**src/hdl/harvest_regs_pkg.sv**
```systemverilog
package harvest_regs_pkg;

	// ************************************************************
	// Register offsets and reset values
	// ************************************************************
	localparam logic [7:0]  OFF_OPEN_CIRCUIT_VOLTAGE  = 8'h09;
	localparam logic [7:0]  OFF_HARVEST_COUNT_HIGH    = 8'h0A;
	localparam logic [7:0]  OFF_HARVEST_COUNT_LOW     = 8'h0B;
	localparam logic [7:0]  OFF_SLEEP_COUNT_THRESHOLD = 8'h0C;
	localparam logic [7:0]  RST_OPEN_CIRCUIT_VOLTAGE  = 8'h1D;
	localparam logic [7:0]  RST_SLEEP_COUNT_THRESHOLD = 8'h00;
	localparam logic [7:0]  READ_UNMAPPED             = 8'h00;

	// ************************************************************
	// Pulse counter
	// ************************************************************
	localparam int          COUNT_WIDTH               = 16;
	localparam logic [15:0] COUNT_RESET               = 16'h0000;
	localparam logic [15:0] COUNT_MAX                 = 16'hFFFF;

	// ************************************************************
	// Automatic measurement period codes and lengths in Tmeas units
	// ************************************************************
	localparam logic [1:0]  PERIOD_CODE_64            = 2'h0;
	localparam logic [1:0]  PERIOD_CODE_128           = 2'h1;
	localparam logic [1:0]  PERIOD_CODE_256           = 2'h2;
	localparam logic [1:0]  PERIOD_CODE_OFF           = 2'h3;
	localparam logic [8:0]  PERIOD_LEN_64             = 9'h040;
	localparam logic [8:0]  PERIOD_LEN_128            = 9'h080;
	localparam logic [8:0]  PERIOD_LEN_256            = 9'h100;
	localparam logic [8:0]  PERIOD_CNT_RESET          = 9'h000;

	// ************************************************************
	// Serial target
	// ************************************************************
	// Arbitrary target address; not tied to any real part.
	localparam logic [6:0]  I2C_DEV_ADDR              = 7'h2A;
	localparam logic [3:0]  I2C_BITS_PER_BYTE         = 4'h8;

endpackage

```
**src/hdl/reg_bus_if.sv**
```systemverilog
`timescale 1ns/1ps
`default_nettype none

// Internal register access between the serial target and the register bank.
interface reg_bus_if;
	logic       wr_stb;
	logic [7:0] addr;
	logic [7:0] wdata;
	logic [7:0] rdata;

	modport target (
		output wr_stb,
		output addr,
		output wdata,
		input  rdata
	);

	modport regs (
		input  wr_stb,
		input  addr,
		input  wdata,
		output rdata
	);
endinterface

`default_nettype wire

```
**src/hdl/i2c_reg_target.sv**
```systemverilog
`timescale 1ns/1ps
`default_nettype none

module i2c_reg_target #(
	parameter logic [6:0] DEV_ADDR = harvest_regs_pkg::I2C_DEV_ADDR
) (
	// Clock, reset and enable.
	input  wire logic core_clk_i,
	input  wire logic sys_rst_i,
	input  wire logic ce_i,
	// Serial pins; data is open drain.
	input  wire logic scl_i,
	input  wire logic sda_i,
	output logic      sda_o,
	output logic      sda_oe_n_o,
	// Register side.
	reg_bus_if.target bus
);

	typedef enum logic [2:0] {
		ST_IDLE     = 3'b000,
		ST_ADDR     = 3'b001,
		ST_ADDR_ACK = 3'b010,
		ST_WDATA    = 3'b011,
		ST_WACK     = 3'b100,
		ST_RDATA    = 3'b101,
		ST_RACK     = 3'b110
	} tgt_state_e;

	tgt_state_e state_reg;
	logic       scl_meta_reg, scl_sync_reg, scl_prev_reg;
	logic       sda_meta_reg, sda_sync_reg, sda_prev_reg;
	logic [3:0] bit_cnt_reg;
	logic [7:0] shift_reg;
	logic [7:0] tx_reg;
	logic       rw_reg;
	logic       first_reg;
	logic       nack_reg;
	logic       scl_rise, scl_fall, start_cond, stop_cond;

	// ************************************************************
	// Pin synchronisers
	// ************************************************************
	// Only the second stage and its delayed copy feed the edge logic.
	always_ff @(posedge core_clk_i) begin
		if (sys_rst_i) begin
			scl_meta_reg <= 1'b1;
			scl_sync_reg <= 1'b1;
			scl_prev_reg <= 1'b1;
			sda_meta_reg <= 1'b1;
			sda_sync_reg <= 1'b1;
			sda_prev_reg <= 1'b1;
		end else if (ce_i) begin
			scl_meta_reg <= scl_i;
			scl_sync_reg <= scl_meta_reg;
			scl_prev_reg <= scl_sync_reg;
			sda_meta_reg <= sda_i;
			sda_sync_reg <= sda_meta_reg;
			sda_prev_reg <= sda_sync_reg;
		end
	end

	// Bus conditions seen on the synchronised lines.
	assign scl_rise   = scl_sync_reg & ~scl_prev_reg;
	assign scl_fall   = ~scl_sync_reg & scl_prev_reg;
	assign start_cond = scl_sync_reg & scl_prev_reg & sda_prev_reg
		& ~sda_sync_reg;
	assign stop_cond  = scl_sync_reg & scl_prev_reg & ~sda_prev_reg
		& sda_sync_reg;

	// ************************************************************
	// Protocol engine
	// ************************************************************
	// Bits are sampled on the clock rise and driven after the fall, so
	// the data line never moves while the clock is high.
	always_ff @(posedge core_clk_i) begin
		if (sys_rst_i) begin
			state_reg   <= ST_IDLE;
			bit_cnt_reg <= 4'h0;
			shift_reg   <= 8'h00;
			tx_reg      <= 8'h00;
			rw_reg      <= 1'b0;
			first_reg   <= 1'b0;
			nack_reg    <= 1'b0;
			sda_o       <= 1'b0;
			sda_oe_n_o  <= 1'b1;
			bus.wr_stb  <= 1'b0;
			bus.addr    <= 8'h00;
			bus.wdata   <= 8'h00;
		end else if (ce_i) begin
			bus.wr_stb <= 1'b0;
			if (start_cond) begin
				state_reg   <= ST_ADDR;
				bit_cnt_reg <= 4'h0;
				sda_oe_n_o  <= 1'b1;
			end else if (stop_cond) begin
				state_reg  <= ST_IDLE;
				sda_oe_n_o <= 1'b1;
			end else if (scl_rise) begin
				if (state_reg == ST_ADDR || state_reg == ST_WDATA) begin
					shift_reg   <= {shift_reg[6:0], sda_sync_reg};
					bit_cnt_reg <= bit_cnt_reg + 4'h1;
				end else if (state_reg == ST_RDATA) begin
					bit_cnt_reg <= bit_cnt_reg + 4'h1;
				end else if (state_reg == ST_RACK) begin
					nack_reg <= sda_sync_reg;
				end
			end else if (scl_fall) begin
				case (state_reg)
					ST_ADDR: begin
						if (bit_cnt_reg == harvest_regs_pkg::I2C_BITS_PER_BYTE) begin
							if (shift_reg[7:1] == DEV_ADDR) begin
								rw_reg     <= shift_reg[0];
								sda_oe_n_o <= 1'b0;
								state_reg  <= ST_ADDR_ACK;
							end else begin
								state_reg <= ST_IDLE;
							end
						end
					end
					ST_ADDR_ACK: begin
						bit_cnt_reg <= 4'h0;
						if (rw_reg) begin
							tx_reg     <= bus.rdata;
							sda_oe_n_o <= bus.rdata[7];
							state_reg  <= ST_RDATA;
						end else begin
							first_reg  <= 1'b1;
							sda_oe_n_o <= 1'b1;
							state_reg  <= ST_WDATA;
						end
					end
					ST_WDATA: begin
						if (bit_cnt_reg == harvest_regs_pkg::I2C_BITS_PER_BYTE) begin
							sda_oe_n_o <= 1'b0;
							state_reg  <= ST_WACK;
							if (first_reg) begin
								bus.addr <= shift_reg;
							end else begin
								bus.wr_stb <= 1'b1;
								bus.wdata  <= shift_reg;
							end
						end
					end
					ST_WACK: begin
						// The pointer byte itself must not step the pointer.
						if (!first_reg) begin
							bus.addr <= bus.addr + 8'h01;
						end
						first_reg   <= 1'b0;
						sda_oe_n_o  <= 1'b1;
						bit_cnt_reg <= 4'h0;
						state_reg   <= ST_WDATA;
					end
					ST_RDATA: begin
						if (bit_cnt_reg == harvest_regs_pkg::I2C_BITS_PER_BYTE) begin
							sda_oe_n_o <= 1'b1;
							bus.addr   <= bus.addr + 8'h01;
							state_reg  <= ST_RACK;
						end else begin
							sda_oe_n_o <= tx_reg[3'h7 - bit_cnt_reg[2:0]];
						end
					end
					ST_RACK: begin
						bit_cnt_reg <= 4'h0;
						if (nack_reg) begin
							state_reg <= ST_IDLE;
						end else begin
							tx_reg     <= bus.rdata;
							sda_oe_n_o <= bus.rdata[7];
							state_reg  <= ST_RDATA;
						end
					end
					default: begin
						state_reg <= ST_IDLE;
					end
				endcase
			end
		end
	end

endmodule

`default_nettype wire

```
**src/hdl/harvest_count_and_sleep_regs.sv**
```systemverilog
`timescale 1ns/1ps
`default_nettype none

// What this block does
// RULE1: Latest open-circuit voltage readable any time.
// RULE2: Host write overrides measured voltage value.
// RULE3: Voltage update below default halts boost, sleeps.
// RULE4: Next measurement or higher write ends sleep.
// RULE5: Host avoids voltage write during forced measure.
// RULE6: Upper pulse count byte in read-only register.
// RULE7: Lower pulse count byte in read-only register.
// RULE8: Count meaningful only with rail above wake.
// RULE9: Pulse counter saturates at all ones.
// RULE10: Pulse counter frozen while in sleep.
// RULE11: Threshold compare forces sleep until next measurement.
// RULE12: Zero threshold disables count-based sleep.
// RULE13: Period code selects 64/128/256 or off.
// RULE14: Sleep when count below nonzero threshold.

module harvest_count_and_sleep_regs #(
	parameter logic [6:0] DEV_ADDR = harvest_regs_pkg::I2C_DEV_ADDR
) (
	// Clock, reset and enable.
	input  wire logic       core_clk_i,
	input  wire logic       sys_rst_i,
	input  wire logic       ce_i,
	// Serial register access.
	input  wire logic       scl_i,
	input  wire logic       sda_i,
	output logic            sda_o,
	output logic            sda_oe_n_o,
	// Measurement engine, same clock.
	input  wire logic       tmeas_tick_i,
	input  wire logic [1:0] period_code_i,
	input  wire logic       forced_open_circuit_request_i,
	input  wire logic       meas_done_i,
	input  wire logic [7:0] meas_value_i,
	output logic            meas_start_o,
	// Analog pins.
	input  wire logic       switch_node_pulse_i,
	input  wire logic       output_rail_i,
	// Status.
	output logic            sleep_o,
	output logic            boost_halt_o,
	output logic            count_valid_o
);

	reg_bus_if bus ();

	logic [7:0]  voc_reg;
	logic [7:0]  threshold_reg;
	logic [15:0] harvest_pulse_count_reg;
	logic        low_voltage_sleep_reg;
	logic        count_sleep_reg;
	logic [8:0]  period_cnt_reg;
	logic        pulse_meta_reg, pulse_sync_reg, pulse_prev_reg;
	logic        rail_meta_reg, rail_sync_reg;
	logic        voc_wr, thr_wr, voc_update, sleeping, pulse_edge;
	logic        period_fire;
	logic [7:0]  voc_next;

	// Address compare shared by both writable registers.
	function automatic logic addr_hit(input logic [7:0] a,
			input logic [7:0] off);
		return a == off;
	endfunction

	// Automatic period length in measurement times for a code.
	function automatic logic [8:0] period_len(input logic [1:0] code);
		case (code)
			harvest_regs_pkg::PERIOD_CODE_64:  period_len =
				harvest_regs_pkg::PERIOD_LEN_64;
			harvest_regs_pkg::PERIOD_CODE_128: period_len =
				harvest_regs_pkg::PERIOD_LEN_128;
			default:                           period_len =
				harvest_regs_pkg::PERIOD_LEN_256;
		endcase
	endfunction

	// ************************************************************
	// Serial target
	// ************************************************************
	i2c_reg_target #(
		.DEV_ADDR   (DEV_ADDR)
	) u_target (
		.core_clk_i (core_clk_i),
		.sys_rst_i  (sys_rst_i),
		.ce_i       (ce_i),
		.scl_i      (scl_i),
		.sda_i      (sda_i),
		.sda_o      (sda_o),
		.sda_oe_n_o (sda_oe_n_o),
		.bus        (bus.target)
	);

	// ************************************************************
	// Pin synchronisers
	// ************************************************************
	// The pulse train and the wake comparator are asynchronous.
	always_ff @(posedge core_clk_i) begin
		if (sys_rst_i) begin
			pulse_meta_reg <= 1'b0;
			pulse_sync_reg <= 1'b0;
			pulse_prev_reg <= 1'b0;
			rail_meta_reg  <= 1'b0;
			rail_sync_reg  <= 1'b0;
		end else if (ce_i) begin
			pulse_meta_reg <= switch_node_pulse_i;
			pulse_sync_reg <= pulse_meta_reg;
			pulse_prev_reg <= pulse_sync_reg;
			rail_meta_reg  <= output_rail_i;
			rail_sync_reg  <= rail_meta_reg;
		end
	end

	// Decoded strobes and shared terms.
	assign voc_wr     = bus.wr_stb
		& addr_hit(bus.addr, harvest_regs_pkg::OFF_OPEN_CIRCUIT_VOLTAGE);
	assign thr_wr     = bus.wr_stb
		& addr_hit(bus.addr, harvest_regs_pkg::OFF_SLEEP_COUNT_THRESHOLD);
	assign voc_update = voc_wr | meas_done_i;
	// A host write landing with a result wins: it is the override.
	assign voc_next   = voc_wr ? bus.wdata : meas_value_i; // [RULE2]
	assign sleeping   = low_voltage_sleep_reg | count_sleep_reg;
	assign pulse_edge = pulse_sync_reg & ~pulse_prev_reg;

	// ************************************************************
	// Voltage register and low-voltage sleep
	// ************************************************************
	// Write while a forced measurement runs is taken; the later result
	// replaces it, which is why the host should not do that. [RULE5]
	always_ff @(posedge core_clk_i) begin
		if (sys_rst_i) begin
			voc_reg <= harvest_regs_pkg::RST_OPEN_CIRCUIT_VOLTAGE;
		end else if (ce_i && voc_update) begin
			voc_reg <= voc_next; // [RULE1] [RULE2]
		end
	end

	// Every update re-judges the level, so a new result or a write at
	// or above the default releases the sleep.
	always_ff @(posedge core_clk_i) begin
		if (sys_rst_i) begin
			low_voltage_sleep_reg <= 1'b0;
		end else if (ce_i && voc_update) begin
			low_voltage_sleep_reg <= voc_next
				< harvest_regs_pkg::RST_OPEN_CIRCUIT_VOLTAGE; // [RULE3] [RULE4]
		end
	end

	// ************************************************************
	// Threshold register and count-based sleep
	// ************************************************************
	always_ff @(posedge core_clk_i) begin
		if (sys_rst_i) begin
			threshold_reg <= harvest_regs_pkg::RST_SLEEP_COUNT_THRESHOLD;
		end else if (ce_i && thr_wr) begin
			threshold_reg <= bus.wdata;
		end
	end

	// Judged once per measurement time so a freshly cleared count is
	// not punished before it had a chance to grow.
	always_ff @(posedge core_clk_i) begin
		if (sys_rst_i) begin
			count_sleep_reg <= 1'b0;
		end else if (ce_i) begin
			if (meas_done_i) begin
				count_sleep_reg <= 1'b0; // [RULE11]
			end else if (tmeas_tick_i && !sleeping
					&& threshold_reg != harvest_regs_pkg::RST_SLEEP_COUNT_THRESHOLD
					&& harvest_pulse_count_reg < {8'h00, threshold_reg}) begin
				count_sleep_reg <= 1'b1; // [RULE11] [RULE12] [RULE14]
			end
		end
	end

	// ************************************************************
	// Pulse counter
	// ************************************************************
	// Restarts with each measurement; holds at all ones; frozen in sleep.
	always_ff @(posedge core_clk_i) begin
		if (sys_rst_i) begin
			harvest_pulse_count_reg <= harvest_regs_pkg::COUNT_RESET;
		end else if (ce_i) begin
			if (meas_done_i) begin
				harvest_pulse_count_reg <= harvest_regs_pkg::COUNT_RESET;
			end else if (pulse_edge && !sleeping // [RULE10]
					&& harvest_pulse_count_reg != harvest_regs_pkg::COUNT_MAX) begin
				harvest_pulse_count_reg <= harvest_pulse_count_reg
					+ 16'h0001; // [RULE9]
			end
		end
	end

	// ************************************************************
	// Automatic measurement scheduling
	// ************************************************************
	assign period_fire = tmeas_tick_i
		&& period_code_i != harvest_regs_pkg::PERIOD_CODE_OFF
		&& period_cnt_reg + 9'h001 >= period_len(period_code_i);

	always_ff @(posedge core_clk_i) begin
		if (sys_rst_i) begin
			period_cnt_reg <= harvest_regs_pkg::PERIOD_CNT_RESET;
		end else if (ce_i && tmeas_tick_i) begin
			if (period_code_i == harvest_regs_pkg::PERIOD_CODE_OFF
					|| period_fire) begin
				period_cnt_reg <= harvest_regs_pkg::PERIOD_CNT_RESET; // [RULE13]
			end else begin
				period_cnt_reg <= period_cnt_reg + 9'h001;
			end
		end
	end

	// ************************************************************
	// Outputs
	// ************************************************************
	always_ff @(posedge core_clk_i) begin
		if (sys_rst_i) begin
			meas_start_o  <= 1'b0;
			sleep_o       <= 1'b0;
			boost_halt_o  <= 1'b0;
			count_valid_o <= 1'b0;
		end else if (ce_i) begin
			meas_start_o  <= period_fire
				| forced_open_circuit_request_i; // [RULE13]
			sleep_o       <= sleeping;
			boost_halt_o  <= sleeping; // [RULE3]
			count_valid_o <= rail_sync_reg; // [RULE8]
		end
	end

	// Read data; unmapped offsets return zero.
	always_comb begin
		case (bus.addr)
			harvest_regs_pkg::OFF_OPEN_CIRCUIT_VOLTAGE:
				bus.rdata = voc_reg; // [RULE1]
			harvest_regs_pkg::OFF_HARVEST_COUNT_HIGH:
				bus.rdata = harvest_pulse_count_reg[15:8]; // [RULE6]
			harvest_regs_pkg::OFF_HARVEST_COUNT_LOW:
				bus.rdata = harvest_pulse_count_reg[7:0]; // [RULE7]
			harvest_regs_pkg::OFF_SLEEP_COUNT_THRESHOLD:
				bus.rdata = threshold_reg;
			default:
				bus.rdata = harvest_regs_pkg::READ_UNMAPPED;
		endcase
	end
endmodule

`default_nettype wire

```
**config.mk**
```make
export PLATFORM = sky130hd
export DESIGN_NAME = harvest_count_and_sleep_regs
export DESIGN_NICKNAME = d
export VERILOG_FILES = /design/src/hdl/harvest_regs_pkg.sv /design/src/hdl/reg_bus_if.sv /design/src/hdl/i2c_reg_target.sv /design/src/hdl/harvest_count_and_sleep_regs.sv
export SDC_FILE = /design/constraint.sdc
export NUM_CORES = 1
export LEC_CHECK = 0
export BUFFER_PORTS_ARGS = -buffer_cell sky130_fd_sc_hd__buf_4
export CAP_MARGIN = 20
export CORE_UTILIZATION = 66
export DETAILED_ROUTE_END_ITERATION = 8
export MAX_ROUTING_LAYER = met4
export PLACE_DENSITY = 0.85
export SYNTH_ARGS = -nofsm -noshare
export SYNTH_HDL_FRONTEND = slang
export SYNTH_HIERARCHICAL = 1
export SYNTH_SLANG_ARGS = --single-unit
```
**constraint.sdc**
```tcl
create_clock -name core_clk_i -period 4.58 [get_ports core_clk_i]
set_clock_uncertainty 0.1 [all_clocks]
set_input_delay 0.229 -clock core_clk_i [delete_from_list [all_inputs] [get_ports core_clk_i]]
set_output_delay 0.229 -clock core_clk_i [all_outputs]
set_load 0.05 [all_outputs]
```
==> results of run 1 <==
-- per-stage QoR --
| step | cells | setup WS, ns | util, % | power [mW] | instance area, µm² |
|---|---|---|---|---|---|
| 2_1_floorplan | 655 | 2.01 | - | 0.992 | 5420 |
| 5_1_grt | 770 | 1.35 | 74.3 | 1.68 | 5830 |
| 4_1_cts | 769 | 1.60 | 74.3 | 1.63 | 5830 |
| 3_3_place_gp | 749 | 1.81 | 71.1 | 1.02 | 5580 |
| 6_report | 770 | 1.60 | 74.3 | 1.61 | 5830 |
| 3_5_place_dp | 749 | 1.62 | 71.1 | 1.03 | 5580 |
-- worst paths after layout --
kind                                                         start                            endpoint
worst max register to register      period_cnt_reg[0]$_SDFFE_PP0P_      period_cnt_reg[3]$_SDFFE_PP0P_
worst max-delay path                period_cnt_reg[0]$_SDFFE_PP0P_      period_cnt_reg[3]$_SDFFE_PP0P_
worst min register to register  low_voltage_sleep_reg$_SDFFE_PP0P_  low_voltage_sleep_reg$_SDFFE_PP0P_
worst min-delay path                               meas_value_i[3]             voc_reg[3]$_SDFFE_PP1P_
-- per-layer routing --
metal / wire (µm) / part of all wire [%]
met5: 0 / 0
met1: 5300 / 42
met4: 274 / 2.2
met3: 702 / 5.5
met2: 6450 / 51
-- report_power, final --
part | total (mW) | switching, mW | internal, mW
sequential | 0.900 | 0.0111 | 0.889
clock | 0.604 | 0.336 | 0.268
combinational | 0.110 | 0.0688 | 0.0414
-- layout make-up --
type	instances	area share, %
Timing Repair Buffer	31	4.12
Inverter	24	1.54
Multi-Input combinational cell	496	53.9
Sequential cell	101	34.7
Tap cell	102	2.19
Clock buffer	9	2.12
Clock inverter	7	1.50
-- cell usage in the layout (no fill, tap or decap), types with 3 or more instances in the layout --
master,instances
inv_1,23
a22oi_1,21
nand4_1,9
nor3_1,14
mux2i_1,42
nand2_1,69
a211oi_1,5
o211ai_1,3
xor2_1,12
nand4b_1,4
nand3_1,24
dfxtp_1,101
o21ai_1,7
a21oi_1,36
xnor2_1,8
inv_6,4
nand2b_1,10
dlygate4sd3_1,4
and2_1,6
clkbuf_8,9
nor4_1,9
nand3b_1,5
and4_1,3
o32ai_1,3
buf_4,26
a311oi_1,5
ha_1,19
nor2b_1,9
o21ai_0,21
and3_1,11
a31oi_1,10
nor2_1,87
o31ai_1,4
-- Yosys cell counts, types with 3 or more instances --
cell / instances / area share (%)
o21ai_0: 21 / 1.9
nor3_1: 14 / 1.3
o32ai_1: 3 / 0.49
a311oi_1: 5 / 0.81
o21ai_1: 7 / 0.65
nand3b_1: 5 / 0.69
buf_2: 8 / 0.74
xnor2_1: 8 / 1.3
dfxtp_1: 101 / 37
o31ai_1: 4 / 0.55
nor2b_1: 9 / 1.0
a31oi_1: 10 / 1.2
clkbuf_1: 19 / 1.3
and4_1: 3 / 0.49
and3_1: 11 / 1.3
nand2_1: 69 / 4.8
nand3_1: 24 / 2.2
a21oi_1: 36 / 3.3
nor2_1: 87 / 6.0
a211oi_1: 5 / 0.69
mux2i_1: 42 / 7.8
o211ai_1: 3 / 0.42
nor4_1: 9 / 1.0
xor2_1: 12 / 1.9
ha_1: 19 / 4.4
nand4_1: 9 / 1.0
nand2b_1: 10 / 1.2
and2_1: 6 / 0.69
nand4b_1: 4 / 0.65
a22oi_1: 21 / 2.9
inv_1: 23 / 1.6
-- logic make-up after synthesis --
| group | after synthesis |
|---|---|
| AND/OR/NAND/NOR | 276 |
| AO/OA/AOI/OAI | 135 |
| flip-flops | 101 |
| buffers and inverters | 58 |
| multiplexers | 45 |
| XOR/XNOR | 20 |
| adder cells (fa/ha/maj) | 19 |
| other | 1 |
-- worst max-delay path, cell delays in order (launching register included) --
cell	delay, ns
dfxtp_1	0.45
ha_1	0.26
and3_1	0.26
nand3_1	0.12
xnor2_1	0.22
ha_1	0.28
and4_1	0.20
nand3_1	0.12
o311ai_4	0.15
nor3_4	0.42
nand3_1	0.14
a31oi_1	0.18
==> impl_metrics.py, run 1 <==
metrics = {
    "clock_network": {
        "postCtsSetupRepairBufs": 0,
        "ctsLongestPathBuffers": 2,
        "tritoncts_clock_tree": "yes",
        "htreeDepth": 3,
        "post_cts.resized_instances": 0,
        "cts_buffers": 9,
        "clock-sinks": 101,
        "insertion_delay_ns": 0.38,
        "cts_hold_buf": 4,
        "clkTransAtPathRegs_ns": 0.09,
        "cts.root.buffer_cell": "clkbuf_8",
    },
    "finish": {
        "multi_input_comb_area_um2": 3140,
        "num-nets-final": 702,
        "ff_latch_area_um2": 2020,
        "largest_register_ffs": 16,
        "areaGrowthSynthToFinish_pct": 7.72,
        "diodes": 0,
        "post_route_cells_drive_above_1_share_pct": 8.38,
        "nFillCells": 612,
    },
    "floorplan": {
        "i_o_pins": 26,
        "die_y_um": 92.6,
        "die_x_um": 92.6,
        "floorplan.core_area_um2": 7850,
        "number_of_standard_cell_rows_in_the_floorplan": 32,
        "floorplan.die_area_um2": 8570,
        "initial_utilization_pct": 69.0,
    },
    "global_route": {
        "grt_antenna_before_repair": 0,
        "first_pass_grt_wire_length_mm": 21.2,
        "first_global_vias": 4533,
        "globalRoute.busiestLayer": "met2",
        "globalRouteTotalUtil_pct": 32.1,
        "met3_usage_pct": 6.24,
        "met2_usage_pct": 56.7,
        "use_met1_pct": 36.3,
        "grt_start_max_net_pins": 51,
        "gr-total-overflow": 0,
    },
    "sta": {
        "max_slew_margin_pct": 26.3,
        "smallest_hold_slack_ns": 0.0432,
        "min_period_over_period_pct": 65.1,
        "period_needed_ns": 2.98,
        "setup-violations-final": 0,
        "grt_setup_unrepaired": "no",
        "count_of_pins_over_their_slew_limit": 0,
        "hold_viol": 0,
        "clock.fmax_mhz": 335,
        "worst_pin_slew_ns": 1.10,
        "tns_ns": 0,
    },
    "min_path": {
        "hold_class": "input pin to flop",
        "timing.hold.worst_path_depth": 3,
    },
    "power": {
        "vdd_ir_drop_max_v": 0.000187,
        "power.density_nw_per_um2": 277,
        "power_leakage_nw": 2.14,
    },
    "run_status": {
        "status": "complete, no violations",
    },
    "yosys": {
        "synth_compound_gate_area_share_pct": 16.5,
        "synth_cell_type_count": 67,
        "synth-seq-cells": 101,
        "netlist_instances": 655,
        "post_synth_fa_ha_maj_area_fraction_pct": 4.39,
        "synth_area_per_cell_um2": 8.27,
        "synth-edff-count": 0,
        "synth_top_family_by_area": "simple AND/OR/NAND/NOR gates",
        "async_reset_ff_share_pct": 0,
        "register_area_share_after_synthesis_pct": 37.3,
        "synth_mux_area_share_pct": 8.80,
        "area_of_the_mapped_netlist_um2": 5420,
        "post_synth_xor_area_fraction_pct": 3.23,
        "yosys.area_share.simple_pct": 25.0,
        "synth_flop_cell": "dfxtp_1",
        "yosys_warnings": 6,
        "postSynthNetCount": 694,
    },
    "detailed_routing": {
        "drt.antenna.violating_nets": 0,
        "totalWireLength_mm": 12.7,
        "viasPerCell": 6.24,
        "drcViolationCount": 0,
        "drt_pre_antenna_iters": 5,
        "wire_per_inst_um": 16.5,
        "drtIter0Drc": 264,
        "total_via_count_in_the_routed_design": 4806,
    },
    "worst_setup_path": {
        "regToRegSetupSlack_ns": 1.60,
        "reg2regPathDepth": 11,
        "setup.worst_path.class": "flop to flop",
        "critical_path.startpoint_type": "flop",
        "critical_path_sink_type": "flop",
        "crit_arrival_ns": 3.18,
        "largest_fanout_on_the_critical_path": 10,
        "timing.critical_path.required_ns": 4.77,
    },
    "placed_design": {
        "post-dp-hpwl_mm": 9.09,
        "port_buffers": 24,
        "place_congestion": 0.952,
    },
    "job": {
        "cap_violations": 0,
    },
}
Power figures use the tool's default switching activity.
==> run 2: changes to the inputs <==
--- a/config.mk
+++ b/config.mk
@@ -5,12 +5,13 @@
 export SDC_FILE = /design/constraint.sdc
 export NUM_CORES = 1
 export LEC_CHECK = 0
+export ABC_AREA = 1
 export BUFFER_PORTS_ARGS = -buffer_cell sky130_fd_sc_hd__buf_4
 export CAP_MARGIN = 20
-export CORE_UTILIZATION = 66
+export CORE_UTILIZATION = 62
 export DETAILED_ROUTE_END_ITERATION = 8
 export MAX_ROUTING_LAYER = met4
-export PLACE_DENSITY = 0.85
+export PLACE_DENSITY = 0.8
 export SYNTH_ARGS = -nofsm -noshare
 export SYNTH_HDL_FRONTEND = slang
 export SYNTH_HIERARCHICAL = 1
==> constraint.sdc (replaced) <==
create_clock -name core_clk_i -period 2.95 [get_ports core_clk_i]
set_clock_uncertainty 0.1 [all_clocks]
set_input_delay 0.1475 -clock core_clk_i [delete_from_list [all_inputs] [get_ports core_clk_i]]
set_output_delay 0.1475 -clock core_clk_i [all_outputs]
set_load 0.05 [all_outputs]
==> run 2 against run 1 <==
  * Synthesized cell count is 35% higher
  * Non-clock buffer count is 2 lower
  * Critical path depth up 3
  * Hold slack worse by 0.020 ns
  * Critical path type unchanged
  * Largest cell class unchanged
  * Largest power group unchanged
==> impl_metrics.py, run 2 <==
metrics = {
    "run_status": {
        "status": "complete, no violations",
    },
    "worst_setup_path": {
        "crit_top_cell": "nand2_1",
        "critical_path_sink_type": "flop",
        "largest_fanout_on_the_critical_path": 10,
        "timing.critical_path.required_ns": 3.14,
        "worst_path_largest_cell_delay_ns": 0.44,
        "critical_path.startpoint_type": "flop",
        "regToRegSetupSlack_ns": 0.27,
        "setup.worst_path.class": "flop to flop",
        "cp_cell_sequence": "ha_1 -> nand2_1 -> nor3_2 -> nand4_1 -> nand2_1 -> inv_1 -> ha_1 -> nand2_1 -> nor2_1 -> a211oi_1 -> nand2_1 -> nand2_2 -> nand3_1 -> a21oi_1",
        "crit_slowest_cell": "dfxtp_1",
        "crit_arrival_ns": 2.87,
    },
    "global_route": {
        "gr-total-overflow": 0,
        "first_global_vias": 5034,
        "globalRouteTotalUtil_pct": 30.0,
        "grt_start_max_net_pins": 40,
        "first_pass_grt_wire_length_mm": 23.4,
        "grt_antenna_before_repair": 0,
    },
    "sta": {
        "min_period_over_period_pct": 91.0,
        "clock.fmax_mhz": 373,
        "grt_setup_unrepaired": "no",
        "count_of_pins_over_their_slew_limit": 0,
        "tns_ns": 0,
        "hold_viol": 0,
        "max_slew_margin_pct": 40.4,
        "period_needed_ns": 2.68,
        "setup-violations-final": 0,
        "worst_pin_slew_ns": 0.892,
    },
    "yosys": {
        "synth_cell_type_count": 44,
        "synth_area_per_cell_um2": 6.70,
        "synth_top_cells_by_count": "nand2_1, nor2_1, dfxtp_1, inv_1, nand3_1",
        "synth_flop_cell": "dfxtp_1",
        "post-synth-top-count-cell": "nand2_1",
        "synth-seq-cells": 101,
        "postSynthNetCount": 922,
        "area_of_the_mapped_netlist_um2": 5920,
        "synth-edff-count": 0,
        "async_reset_ff_share_pct": 0,
        "register_area_share_after_synthesis_pct": 34.2,
        "netlist_instances": 883,
        "post_synth_main_area_contributors": "dfxtp_1, nand2_1, nor2_1",
        "yosys_warnings": 6,
        "post-synth-top-area-fraction_pct": 34.2,
        "synth_top_area_cell": "dfxtp_1",
    },
    "detailed_routing": {
        "drt.antenna.violating_nets": 0,
        "drtIter0Drc": 340,
        "total_via_count_in_the_routed_design": 5728,
        "drt_pre_antenna_iters": 5,
        "drcViolationCount": 0,
        "totalWireLength_mm": 13.8,
        "viasPerCell": 5.55,
        "wire_per_inst_um": 13.4,
    },
    "clock_network": {
        "post_cts.resized_instances": 0,
        "cts_buffers": 9,
        "clkTransAtPathRegs_ns": 0.09,
        "cts.root.buffer_cell": "clkbuf_8",
        "tritoncts_clock_tree": "yes",
        "insertion_delay_ns": 0.36,
        "cts_hold_buf": 5,
        "clock-sinks": 101,
        "htreeDepth": 3,
        "postCtsSetupRepairBufs": 0,
        "ctsLongestPathBuffers": 2,
    },
    "job": {
        "cap_violations": 0,
    },
    "min_path": {
        "hold_class": "input pin to flop",
    },
    "finish": {
        "final_common_cell": "nand2_1",
        "largest_register_ffs": 16,
        "areaGrowthSynthToFinish_pct": 7.76,
        "layoutNonFillerInstCount": 1032,
        "post_route_cells_drive_above_1_share_pct": 11.7,
        "layout_common_cells": "nand2_1, nor2_1, dfxtp_1",
        "num-nets-final": 937,
        "diodes": 0,
    },
    "placed_design": {
        "place_congestion": 0.950,
        "port_buffers": 24,
        "place.detailed.instances": 1011,
        "post-dp-hpwl_mm": 10.1,
    },
    "floorplan": {
        "floorplan.die_area_um2": 9940,
        "die_y_um": 99.7,
        "number_of_standard_cell_rows_in_the_floorplan": 35,
        "floorplan.core_area_um2": 9240,
        "die_x_um": 99.7,
        "initial_utilization_pct": 64.0,
        "i_o_pins": 26,
    },
    "power": {
        "power.density_nw_per_um2": 427,
        "vdd_ir_drop_max_v": 0.000335,
        "power_leakage_nw": 2.62,
    },
}
-- run 2: worst paths after layout --
check | start | end | cells after the start
max | period_cnt_reg[0]$_SDFFE_PP0P_ | period_cnt_reg[2]$_SDFFE_PP0P_ | 14
min | meas_value_i[2] | voc_reg[2]$_SDFFE_PP1P_ | 5
max reg2reg | period_cnt_reg[0]$_SDFFE_PP0P_ | period_cnt_reg[2]$_SDFFE_PP0P_ | 14
min reg2reg | u_target/sda_meta_reg$_SDFFE_PP1P_ | u_target/sda_meta_reg$_SDFFE_PP1P_ | 2
-- run 2: layout make-up --
cell class              count  area, µm²
well taps                 129        161
fillers                   836       2860
clock buffers              11        141
inverters                  96        364
clock inverters             5       83.8
flip-flops and latches    101       2020
multi-input cells         661       3370
repair buffers             29        230
-- run 2: where the power goes --
group / leakage (nW) / internal [mW] / switching, mW
combinational: 1.69 / 0.103 / 0.212
sequential: 0.819 / 1.39 / 0.0330
clock: 0.106 / 0.503 / 0.478
total: 2.62 / 2.00 / 0.722
-- run 2: kinds of logic after synthesis --
kind of cell	count (synthesis)	share of synthesized area, %
other	1	0.0634
xor gates and xnor gates	11	1.63
buffers and inverters	121	8.82
DFF	101	34.2
AOI/OAI and AO/OA	159	15.2
and+or+nand+nor	471	36.1
adders and majority gates	19	4.02
-- run 2: per-stage QoR --
step	area (µm²)	hold WS, ns	setup slack, ns	utilization, %	power (mW)
global route	6380	0.0279	0.0144	69.0	2.85
finish	6380	0.0237	0.267	69.0	2.72
floorplan	5920	0.170	0.663	-	1.69
CTS	6380	0.0155	0.322	69.0	2.74
global placement	6100	0.265	0.494	66.0	1.75
detailed placement	6100	0.268	0.348	66.0	1.76
-- run 2: critical path: cells and delay by family, from the launching register on --
kind	cells	cell delay, ns
AOI/OAI and AO/OA	2	0.34
adders and majority gates	2	0.54
buffers and inverters	1	0.05
DFF	1	0.44
and+or+nand+nor	9	1.14
-- run 2: layer usage --
| metal | wire length [µm] | up-vias | global-route usage [%] |
|---|---|---|---|
| met1 | 6510 | 2619 | 40.3 |
| met2 | 6240 | 184 | 46.6 |
| met5 | 0 | - | - |
| met4 | 145 | 0 | 7.92 |
| li1 | - | 2908 | - |
| met3 | 915 | 17 | 5.06 |
